### src/pkg/lpc_pkg.sv
/*
 * Constants, register map and state type for the low power clock
 * controller. Assumes a 200 MHz system clock and a 12-bit register window
 * decoded from the low bits of the bus address.
 */
package lpc_pkg;

  // register byte offsets within the controller window
  localparam logic [11:0] OFF_TIMER_LO = 12'h400;
  localparam logic [11:0] OFF_TIMER_HI = 12'h404;
  localparam logic [11:0] OFF_TIMER_GO = 12'h408;
  localparam logic [11:0] OFF_ALARM_LO = 12'h410;
  localparam logic [11:0] OFF_ALARM_HI = 12'h414;
  localparam logic [11:0] OFF_ALARM_GO = 12'h418;
  localparam logic [11:0] OFF_PLL_LP   = 12'h420;
  localparam logic [11:0] OFF_LINK_DIS = 12'h428;
  localparam logic [11:0] OFF_WD_SEL   = 12'h42C;
  localparam logic [11:0] OFF_STATUS   = 12'h430;
  localparam logic [11:0] OFF_RATIO    = 12'h500;

  localparam int TIMER_W    = 64;
  localparam int ALARM_W    = 40;
  localparam int ALARM_HI_W = 8;
  localparam int RATIO_W    = 6;

  // status register bit positions
  localparam int ST_STOPPED   = 0;
  localparam int ST_TIMER_RUN = 1;
  localparam int ST_ALARM_RUN = 2;
  localparam int ST_WD_LOW    = 3;
  localparam int ST_STRAP_LO  = 4;

  // strap codes and the multiply ratio reported for each
  localparam logic [1:0] STRAP_BYPASS = 2'h0;
  localparam logic [RATIO_W-1:0] RATIO_X1   = 6'h01;
  localparam logic [RATIO_W-1:0] RATIO_X123 = 6'h04;
  localparam logic [RATIO_W-1:0] RATIO_X148 = 6'h05;
  localparam logic [RATIO_W-1:0] RATIO_X185 = 6'h06;

  // reset values
  localparam logic [1:0] PLL_LP_RST   = 2'h3;
  localparam logic [1:0] PLL_FULL_ON  = 2'h3;
  localparam logic       LINK_DIS_RST = 1'b0;
  localparam logic       WD_SEL_RST   = 1'b0;

  // alarm value at which the watchdog pulse is raised by the next tick
  localparam logic [ALARM_W-1:0] WD_FIRE_FROM = 40'h00_0000_0002;

  typedef enum logic {PWR_RUN, PWR_DOWN} lpc_pwr_e;

endpackage

### src/design/lpc_tick_sync.sv
/*
 * Brings the slow timebase input into the system clock domain and turns
 * each rising edge into a one-cycle tick. Assumes the slow input runs at
 * no more than one eighth of the system clock, so no edge is missed.
 */
`timescale 1ns/1ps
module lpc_tick_sync (
  input  wire logic clk,
  input  wire logic srst,
  input  wire logic slow_in,
  output logic      tick
);

  logic meta;
  logic stable;
  logic last;
  logic next_tick;

  // meta feeds only stable; the edge is taken between stable and last
  always_comb begin
    next_tick = stable & ~last;
  end

  always_ff @(posedge clk) begin
    if (srst) begin
      meta   <= 1'b0;
      stable <= 1'b0;
      last   <= 1'b0;
      tick   <= 1'b0;
    end else begin
      meta   <= slow_in;
      stable <= meta;
      last   <= stable;
      tick   <= next_tick;
    end
  end

endmodule

### src/design/lpc_clock_ctrl.sv
/*
 * Low power clock controller: strap driven clock rate selection,
 * power-down sequencing of the global clocks, a 64-bit real time counter
 * and a 40-bit alarm that doubles as a watchdog, all behind an AHB-Lite
 * slave. Assumes one bus master, word accesses only, and a slow timebase
 * at most one eighth of CLK_SYS.
 */
// Local design decisions: the address map and register access over AHB-Lite.
`timescale 1ns/1ps
module lpc_clock_ctrl (
  input  wire logic        CLK_SYS,
  input  wire logic        SRST,
  input  wire logic        HSEL,
  input  wire logic [31:0] HADDR,
  input  wire logic [1:0]  HTRANS,
  input  wire logic        HWRITE,
  input  wire logic [2:0]  HSIZE,
  input  wire logic [31:0] HWDATA,
  input  wire logic        HREADY,
  output logic      [31:0] HRDATA,
  output logic             HREADYOUT,
  output logic             HRESP,
  input  wire logic [1:0]  CPU_RATE_STRAP,
  input  wire logic        SLOW_TIMEBASE_INPUT,
  input  wire logic        IRQ_PENDING,
  input  wire logic        INTERRUPT_PIN,
  input  wire logic        LINK_ACTIVE,
  output logic             PLL_BYPASS_MODE,
  output logic      [1:0]  PLL_MULT_SEL,
  output logic      [1:0]  PLL_LP_STATE,
  output logic             GLOBAL_CLK_EN,
  output logic             CLOCKS_STOPPED_PIN,
  output logic             WATCHDOG_RESET_N
);

  localparam int TW = lpc_pkg::TIMER_W;
  localparam int AW = lpc_pkg::ALARM_W;

  logic                 lp_tick;
  logic [1:0]           strap_q;
  lpc_pkg::lpc_pwr_e    pwr;
  lpc_pkg::lpc_pwr_e    next_pwr;
  logic [TW-1:0]        timer;
  logic [TW-1:0]        next_timer;
  logic                 timer_run;
  logic                 next_timer_run;
  logic [AW-1:0]        alarm;
  logic [AW-1:0]        next_alarm;
  logic                 alarm_run;
  logic                 next_alarm_run;
  logic [1:0]           pll_lp_cfg;
  logic [1:0]           next_pll_lp_cfg;
  logic                 link_wake_disable;
  logic                 next_link_wake_disable;
  logic                 watchdog_select;
  logic                 next_watchdog_select;
  logic                 wake_seen;
  logic                 next_wake_seen;
  logic                 wr_pend;
  logic                 next_wr_pend;
  logic [11:0]          wr_addr;
  logic [11:0]          next_wr_addr;
  logic [31:0]          next_hrdata;
  logic                 next_wd_n;
  logic                 alarm_start_write;
  logic                 timer_word_write;
  logic                 alarm_word_write;
  logic                 down_blocked;
  logic                 expire;
  logic                 wake_src;

  function automatic logic [lpc_pkg::RATIO_W-1:0] ratio_of(
    input logic [1:0] s);
    case (s)
      2'h1:    ratio_of = lpc_pkg::RATIO_X123;
      2'h2:    ratio_of = lpc_pkg::RATIO_X148;
      2'h3:    ratio_of = lpc_pkg::RATIO_X185;
      default: ratio_of = lpc_pkg::RATIO_X1;
    endcase
  endfunction

  function automatic logic wr_hit(input logic p, input logic [11:0] a,
                                  input logic [11:0] off);
    wr_hit = p && (a == off);
  endfunction

  lpc_tick_sync u_tick (
    .clk     (CLK_SYS),
    .srst    (SRST),
    .slow_in (SLOW_TIMEBASE_INPUT),
    .tick    (lp_tick)
  );

  // bus side: address phase is latched, write lands in the data phase
  always_comb begin
    next_wr_pend = HSEL && HREADY && HTRANS[1] && HWRITE;
    next_wr_addr = HADDR[11:0];
    next_hrdata  = 32'h0000_0000;
    if (HSEL && HREADY && HTRANS[1] && !HWRITE) begin
      case (HADDR[11:0])
        lpc_pkg::OFF_TIMER_LO: next_hrdata = timer[31:0];
        lpc_pkg::OFF_TIMER_HI: next_hrdata = timer[63:32];
        lpc_pkg::OFF_ALARM_LO: next_hrdata = alarm[31:0];
        lpc_pkg::OFF_ALARM_HI: next_hrdata = {24'h00_0000, alarm[39:32]};
        lpc_pkg::OFF_PLL_LP:   next_hrdata = {30'h0000_0000, pll_lp_cfg};
        lpc_pkg::OFF_LINK_DIS:
          next_hrdata = {31'h0000_0000, link_wake_disable};
        lpc_pkg::OFF_WD_SEL:
          next_hrdata = {31'h0000_0000, watchdog_select};
        lpc_pkg::OFF_RATIO:
          next_hrdata = {26'h000_0000, ratio_of(strap_q)};
        lpc_pkg::OFF_STATUS: begin
          next_hrdata[lpc_pkg::ST_STOPPED]   = CLOCKS_STOPPED_PIN;
          next_hrdata[lpc_pkg::ST_TIMER_RUN] = timer_run;
          next_hrdata[lpc_pkg::ST_ALARM_RUN] = alarm_run;
          next_hrdata[lpc_pkg::ST_WD_LOW]    = ~WATCHDOG_RESET_N;
          next_hrdata[lpc_pkg::ST_STRAP_LO +: 2] = strap_q;
        end
        default: next_hrdata = 32'h0000_0000;
      endcase
    end
  end

  assign alarm_start_write = wr_hit(wr_pend, wr_addr, lpc_pkg::OFF_ALARM_GO);
  assign timer_word_write  = wr_hit(wr_pend, wr_addr, lpc_pkg::OFF_TIMER_LO)
                           | wr_hit(wr_pend, wr_addr, lpc_pkg::OFF_TIMER_HI);
  assign alarm_word_write  = wr_hit(wr_pend, wr_addr, lpc_pkg::OFF_ALARM_LO)
                           | wr_hit(wr_pend, wr_addr, lpc_pkg::OFF_ALARM_HI);
  // an enabled busy link or a pending interrupt vetoes power-down
  assign down_blocked = IRQ_PENDING
                      | (LINK_ACTIVE & ~link_wake_disable);
  assign wake_src = IRQ_PENDING | INTERRUPT_PIN
                  | (LINK_ACTIVE & ~link_wake_disable);
  // zero is reached on the tick that leaves the count at zero
  assign expire = lp_tick && alarm_run && (alarm <= 40'h00_0000_0001);

  always_comb begin
    next_timer             = timer;
    next_timer_run         = timer_run;
    next_alarm             = alarm;
    next_alarm_run         = alarm_run;
    next_pll_lp_cfg        = pll_lp_cfg;
    next_link_wake_disable = link_wake_disable;
    next_watchdog_select   = watchdog_select;
    next_pwr               = pwr;
    next_wake_seen         = wake_seen;
    next_wd_n              = WATCHDOG_RESET_N;

    // timebase counting goes on regardless of the global clock gate
    if (lp_tick && timer_run) begin
      next_timer = timer + 64'h0000_0000_0000_0001;
    end
    if (lp_tick && alarm_run) begin
      if (expire) begin
        next_alarm     = '0;
        next_alarm_run = 1'b0;
      end else begin
        next_alarm = alarm - 40'h00_0000_0001;
      end
    end

    // low level held for exactly one slow period, tick to tick
    if (lp_tick) begin
      next_wd_n = ~(watchdog_select && alarm_run
                    && alarm == lpc_pkg::WD_FIRE_FROM);
    end

    // software writes win over a same-cycle tick
    if (wr_hit(wr_pend, wr_addr, lpc_pkg::OFF_TIMER_LO)) begin
      next_timer[31:0] = HWDATA;
    end
    if (wr_hit(wr_pend, wr_addr, lpc_pkg::OFF_TIMER_HI)) begin
      next_timer[63:32] = HWDATA;
    end
    if (timer_word_write) begin
      next_timer_run = 1'b0;
    end
    if (wr_hit(wr_pend, wr_addr, lpc_pkg::OFF_TIMER_GO)) begin
      next_timer_run = 1'b1;
    end
    if (wr_hit(wr_pend, wr_addr, lpc_pkg::OFF_ALARM_LO)) begin
      next_alarm[31:0] = HWDATA;
    end
    if (wr_hit(wr_pend, wr_addr, lpc_pkg::OFF_ALARM_HI)) begin
      next_alarm[39:32] = HWDATA[lpc_pkg::ALARM_HI_W-1:0];
    end
    if (alarm_word_write) begin
      next_alarm_run = 1'b0;
    end
    if (alarm_start_write) begin
      next_alarm_run = 1'b1;
    end
    if (wr_hit(wr_pend, wr_addr, lpc_pkg::OFF_PLL_LP)) begin
      next_pll_lp_cfg = HWDATA[1:0];
    end
    if (wr_hit(wr_pend, wr_addr, lpc_pkg::OFF_LINK_DIS)) begin
      next_link_wake_disable = HWDATA[0];
    end
    if (wr_hit(wr_pend, wr_addr, lpc_pkg::OFF_WD_SEL)) begin
      next_watchdog_select = HWDATA[0];
    end

    case (pwr)
      lpc_pkg::PWR_RUN: begin
        next_wake_seen = 1'b0;
        if (alarm_start_write && !watchdog_select
            && !down_blocked) begin
          next_pwr = lpc_pkg::PWR_DOWN;
        end
      end
      lpc_pkg::PWR_DOWN: begin
        // requests are held until the next slow tick acts on them
        if (wake_src) begin
          next_wake_seen = 1'b1;
        end
        if (lp_tick && (wake_seen || expire)) begin
          next_pwr       = lpc_pkg::PWR_RUN;
          next_wake_seen = 1'b0;
        end
      end
      default: next_pwr = lpc_pkg::PWR_RUN;
    endcase
  end

  // state registers other than wake_seen are never cleared by the wake itself; alarm and alarm_run also clear on expiry
  always_ff @(posedge CLK_SYS) begin
    if (SRST) begin
      strap_q            <= CPU_RATE_STRAP;
      pwr                <= lpc_pkg::PWR_RUN;
      timer              <= '0;
      timer_run          <= 1'b0;
      alarm              <= '0;
      alarm_run          <= 1'b0;
      pll_lp_cfg         <= lpc_pkg::PLL_LP_RST;
      link_wake_disable  <= lpc_pkg::LINK_DIS_RST;
      watchdog_select    <= lpc_pkg::WD_SEL_RST;
      wake_seen          <= 1'b0;
      wr_pend            <= 1'b0;
      wr_addr            <= 12'h000;
      HRDATA             <= 32'h0000_0000;
      HREADYOUT          <= 1'b1;
      HRESP              <= 1'b0;
      PLL_BYPASS_MODE    <= 1'b1;
      PLL_MULT_SEL       <= 2'h0;
      PLL_LP_STATE       <= lpc_pkg::PLL_FULL_ON;
      GLOBAL_CLK_EN      <= 1'b1;
      CLOCKS_STOPPED_PIN <= 1'b0;
      WATCHDOG_RESET_N   <= 1'b1;
    end else begin
      pwr                <= next_pwr;
      timer              <= next_timer;
      timer_run          <= next_timer_run;
      alarm              <= next_alarm;
      alarm_run          <= next_alarm_run;
      pll_lp_cfg         <= next_pll_lp_cfg;
      link_wake_disable  <= next_link_wake_disable;
      watchdog_select    <= next_watchdog_select;
      wake_seen          <= next_wake_seen;
      wr_pend            <= next_wr_pend;
      wr_addr            <= next_wr_addr;
      HRDATA             <= next_hrdata;
      HREADYOUT          <= 1'b1;
      HRESP              <= 1'b0;
      PLL_BYPASS_MODE    <= (strap_q == lpc_pkg::STRAP_BYPASS);
      PLL_MULT_SEL       <= strap_q;
      // PLL stops only as far as the configured low power setting says
      PLL_LP_STATE       <= (next_pwr == lpc_pkg::PWR_DOWN)
                            ? next_pll_lp_cfg : lpc_pkg::PLL_FULL_ON;
      GLOBAL_CLK_EN      <= (next_pwr == lpc_pkg::PWR_RUN);
      CLOCKS_STOPPED_PIN <= (next_pwr == lpc_pkg::PWR_DOWN);
      WATCHDOG_RESET_N   <= next_wd_n;
    end
  end

  chk_stopped_pin: assert property (
    @(posedge CLK_SYS) disable iff (SRST)
    CLOCKS_STOPPED_PIN == (pwr == lpc_pkg::PWR_DOWN)
    && GLOBAL_CLK_EN == !CLOCKS_STOPPED_PIN)
    else $error("clocks stopped pin disagrees with power state");

  chk_strap_bypass: assert property (
    @(posedge CLK_SYS) disable iff (SRST)
    $past(!SRST) |-> PLL_BYPASS_MODE == (strap_q == 2'h0)
    && PLL_MULT_SEL == strap_q)
    else $error("pll mode does not follow the strap");

  chk_enter_down: assert property (
    @(posedge CLK_SYS) disable iff (SRST)
    pwr == lpc_pkg::PWR_RUN && alarm_start_write && !watchdog_select
    && !down_blocked |=> CLOCKS_STOPPED_PIN && !GLOBAL_CLK_EN)
    else $error("alarm start did not stop the clocks");

  chk_down_blocked: assert property (
    @(posedge CLK_SYS) disable iff (SRST)
    pwr == lpc_pkg::PWR_RUN && down_blocked |=> pwr == lpc_pkg::PWR_RUN)
    else $error("power-down entered while vetoed");

  chk_wd_no_down: assert property (
    @(posedge CLK_SYS) disable iff (SRST)
    pwr == lpc_pkg::PWR_RUN && alarm_start_write && watchdog_select
    |=> GLOBAL_CLK_EN && alarm_run)
    else $error("watchdog start entered low power");

  chk_wake_exit: assert property (
    @(posedge CLK_SYS) disable iff (SRST)
    pwr == lpc_pkg::PWR_DOWN && wake_seen && lp_tick
    |=> GLOBAL_CLK_EN && !CLOCKS_STOPPED_PIN)
    else $error("wake request not acted on");

  chk_tick_exit: assert property (
    @(posedge CLK_SYS) disable iff (SRST)
    $fell(CLOCKS_STOPPED_PIN) |-> $past(lp_tick))
    else $error("clocks restarted off a slow tick");

  chk_reset_wakes: assert property (
    @(posedge CLK_SYS) disable iff (SRST)
    $past(SRST) |-> GLOBAL_CLK_EN && pwr == lpc_pkg::PWR_RUN)
    else $error("reset did not restart the clocks");

  chk_timer_count: assert property (
    @(posedge CLK_SYS) disable iff (SRST)
    lp_tick && timer_run && !timer_word_write
    |=> timer == $past(timer) + 64'h0000_0000_0000_0001)
    else $error("real time counter missed a tick");

  chk_timer_stop: assert property (
    @(posedge CLK_SYS) disable iff (SRST)
    timer_word_write && !wr_hit(wr_pend, wr_addr, lpc_pkg::OFF_TIMER_GO)
    |=> !timer_run ##1 timer == $past(timer))
    else $error("timer word write did not stop the timer");

  chk_alarm_dec: assert property (
    @(posedge CLK_SYS) disable iff (SRST)
    lp_tick && alarm_run && alarm > 40'h00_0000_0001 && !alarm_word_write
    |=> alarm == $past(alarm) - 40'h00_0000_0001)
    else $error("alarm did not step down");

  chk_wd_pulse: assert property (
    @(posedge CLK_SYS) disable iff (SRST)
    lp_tick && watchdog_select && alarm_run
    && alarm == lpc_pkg::WD_FIRE_FROM
    |=> !WATCHDOG_RESET_N throughout (!lp_tick [*1] ##1 1'b1))
    else $error("watchdog reset pulse missing");

endmodule

### config.mk
export PLATFORM = sky130hd
export DESIGN_NAME = lpc_clock_ctrl
export DESIGN_NICKNAME = d
export VERILOG_FILES = /design/src/pkg/lpc_pkg.sv /design/src/design/lpc_tick_sync.sv /design/src/design/lpc_clock_ctrl.sv
export SDC_FILE = /design/constraint.sdc
export NUM_CORES = 1
export LEC_CHECK = 0
export BUFFER_PORTS_ARGS = -buffer_cell sky130_fd_sc_hd__buf_2
export CAP_MARGIN = 30
export CORE_ASPECT_RATIO = 0.6
export CORE_MARGIN = 3
export CORE_UTILIZATION = 58
export CTS_CLUSTER_SIZE = 28
export DETAILED_ROUTE_END_ITERATION = 6
export GPL_TIMING_DRIVEN = 1
export PLACE_DENSITY = 0.86
export SYNTH_ARGS = -nofsm -noshare
export SYNTH_HDL_FRONTEND = slang
export SYNTH_SLANG_ARGS = --single-unit
### constraint.sdc
create_clock -name CLK_SYS -period 3.7 [get_ports CLK_SYS]
set_clock_uncertainty 0.05 [all_clocks]
set_input_delay 0.555 -clock CLK_SYS [delete_from_list [all_inputs] [get_ports CLK_SYS]]
set_output_delay 0.555 -clock CLK_SYS [all_outputs]
set_load 0.1 [all_outputs]
==> impl_results.md <==
* Hold buffer count at CTS at 0
* ANT cells at 0
* Initial antenna violation count at 0
* Final Hold Violating Endpoints at 0
* Drt total wl at roughly 29000 microns
* Ys flop type: dfxtp_1
* CTS tree: built
* Register area at between 3000 and 4000 sq um
* Pin count of the biggest net entering global routing at between 60 and 70
* Slew @ Worst Pin at slightly below 1000 ps
* Post_cts resized at 0
* Global-route wire length before repair at about 45000 microns
* #FFs+latches synth at between 150 and 200
* # setup viols final at 0
* Nets at approximately 1200
* Per-cell routed wire length at about 21 microns
* Antenna Nets Post-Route at 0
* Die Span Y at approximately 100 microns
* Asr flop ratio synth at 0%
* Total track usage at roughly a third
* Switching share of total power at between 20% and 30%
* Synth warn at 0
* Worst hold slack at about 260 ps
* Starting Density at between 60% and 70%
* Fin crit period at between 2000 and 3000 ps
* Pre-CTS setup slack at around 750 ps
* DR vias at around 9000
* Switching power at roughly 0.98 mW
* Synthesized instance count at 1060
* Clk_lat worst skew at roughly 430 ps
* Die X at between 150 and 200 microns
* Status: finished with violations
* Routability cong. at about 1.1
* Total internal power at 2.80 mW
* DPL Wire Length at 20400 microns
* DRC viols at 6
* Setup TNS at 0 ps
* CP Data Arrival Time at approximately 3200 ps
* RSZ-0062 raised after global routing: no
* Max Slew Vio Count at 0
* P_leak at about 3.6 nW
* Vias per inst at slightly below 7
* VDD IR-drop max at between 200 and 300 uV
* Post-synth top cells: dfxtp_1 (168), nor2_1 (129), nand2_1 (85), clkbuf_1 (61), nand3_1 (55)
* # H-tree levels at 4
* I/O pin cnt at around 120
* First-pass DRT Iterations at 7
* Worst Hold Class: in2reg
* Syn_nets at 1144
* Power Density at between 300 and 400 nW/um^2
* Setup CP Type: reg2reg
* Area of the die at between 15000 and 20000 sq um
* Footprint of the multi-input gates at approximately 4900 sq um
* Register area share after synthesis at roughly two fifths
* Critical Path RT at between 3000 and 4000 ps
* Share of cells above drive strength 1 at between 10% and 20%
* Slew margin rel. at a little over a third
* Failing checks: design-rule violations
* Post-synth EDFFs at 2
* DR iter-0 viols at 1570
* Crit end category: flop
* F_max at 0.335 GHz
* Combinational share of power at between 6 and 7%
* Row cnt at 33
* Root Buffer: clkbuf_16
* Syn_area_per_cell at between 8 and 9 sq um
* Max-cap violations at 0
* Vias in the first global route at about 8000
* CTS Buf Count at 17
* Mapped Area at 8650 sq um
* Postcts setup bufs at 0
* Total global routing overflow at 0
* Seq pwr share at between 40% and 50%
* Crit path launch type: flop
* Worst-path maximum fanout at 8
* Core area at between 10000 and 15000 sq um
* Most numerous cell in the Yosys netlist: dfxtp_1
* Clock transition at the registers of the reported paths at approximately 70 ps
* Top cells by area, synth: dfxtp_1 (39%), nor2_1 (5.6%), xor2_1 (4.6%)
* Pwr Total at between 3 and 4 mW
* Top cell type's share of synthesized area at 38.9%
* Fillers at ~1100
* Area leader, netlist: dfxtp_1
* Max clock buf depth at 2
* Clk pwr share at between 40% and 50%
* Synthesis-to-layout area growth at 13.6%
* Setup WS post-layout at between 700 and 800 ps
* Netlist cell types at 65
* PortBufs at between 90 and 100
* CTS sink cnt at 170
* Period Utilization, post-route at 80.6%
metal layers:
metal	wire, microns	track usage, %	part of all wire, %
met1	11900	51.1	42
met2	10700	45.5	38
met3	5160	15.8	18
met4	758	10.2	2.7
met5	0	0	0
power groups by stage:
stage / clock (mW) / sequential, mW / combinational [mW]
after detailed placement: 0 / 1.90 / 0.224
after global placement: 0 / 1.90 / 0.222
after CTS: 1.68 / 1.86 / 0.226
after floorplan: 0 / 1.91 / 0.119
final: 1.68 / 1.86 / 0.235
after global routing: 1.76 / 1.86 / 0.249
critical path: stages (launching register included):
cell,delay [ps]
dfxtp_1,430
nor4_2,650
nand4_1,450
nor4_1,610
nor2_1,330
nand3_1,210
a31oi_1,100
cells by family (layout without fill, tap and decap cells):
logic type	Yosys count	in the layout	share of synthesized area [%]
muxes	12	12	1.43
and+or+nand+nor	474	474	28.0
xor gates and xnor gates	75	75	7.59
other	2	2	0.0868
DFF	170	170	39.6
buffers and inverters	83	162	3.70
adders and majority gates	4	4	0.578
AOI/OAI and AO/OA	240	240	19.0
sequential cells by signal (all words and copies together) (netlist names), 2 cells and up:
signal	count
wr_addr	12
strap_q	2
PLL_MULT_SEL	2
HRDATA	32
alarm	40
timer	64
pll_lp_cfg	2
PLL_LP_STATE	2
layout by cell type (no fill, tap or decap), types with 13 or more instances in the layout:
| master | count |
|---|---|
| xor2_1 | 45 |
| nor2b_1 | 17 |
| nand4_1 | 30 |
| nor3_1 | 30 |
| o21ai_0 | 47 |
| a222oi_1 | 28 |
| nor4_1 | 25 |
| or3_1 | 20 |
| a31oi_1 | 25 |
| and3_1 | 23 |
| nand2_1 | 83 |
| inv_1 | 14 |
| a211oi_1 | 42 |
| clkbuf_16 | 17 |
| buf_2 | 94 |
| buf_4 | 22 |
| xnor2_1 | 30 |
| a21oi_1 | 49 |
| nor2_1 | 128 |
| dfxtp_1 | 168 |
| and2_1 | 13 |
| nand3_1 | 55 |
final cells by class:
class / count / share of cell area (%)
clock inverter: 13 / 1.12
timing repair buffer: 116 / 6.47
sequential: 170 / 34.8
inverter: 14 / 0.535
tap: 192 / 2.44
clock buffer: 19 / 4.41
multi-input combinational: 807 / 50.2
stage by stage:
stage                     utilization [%]  std cells  cell area, sq um
after global routing                 69.6       1331              9830
after detailed placement             65.7       1299              9280
final                                69.6       1331              9830
after global placement               65.7       1299              9280
after CTS                            69.6       1331              9830
after floorplan                         -       1060              8650
path summary, 6_finish.rpt:
kind / start / cells after the start / end / slack (ps)
hold reg to reg: u_tick.last$_SDFF_PP0_ / 1 / u_tick.tick$_SDFF_PP0_ / 330
setup / recovery: alarm[3]$_SDFFE_PP0P_ / 6 / alarm[19]$_SDFFE_PP0P_ / 720
hold / removal: CPU_RATE_STRAP[1] / 1 / strap_q[1]$_DFFE_PP_ / 260
setup reg to reg: alarm[3]$_SDFFE_PP0P_ / 6 / alarm[19]$_SDFFE_PP0P_ / 720
No activity file was read; power rests on OpenSTA's default activity.
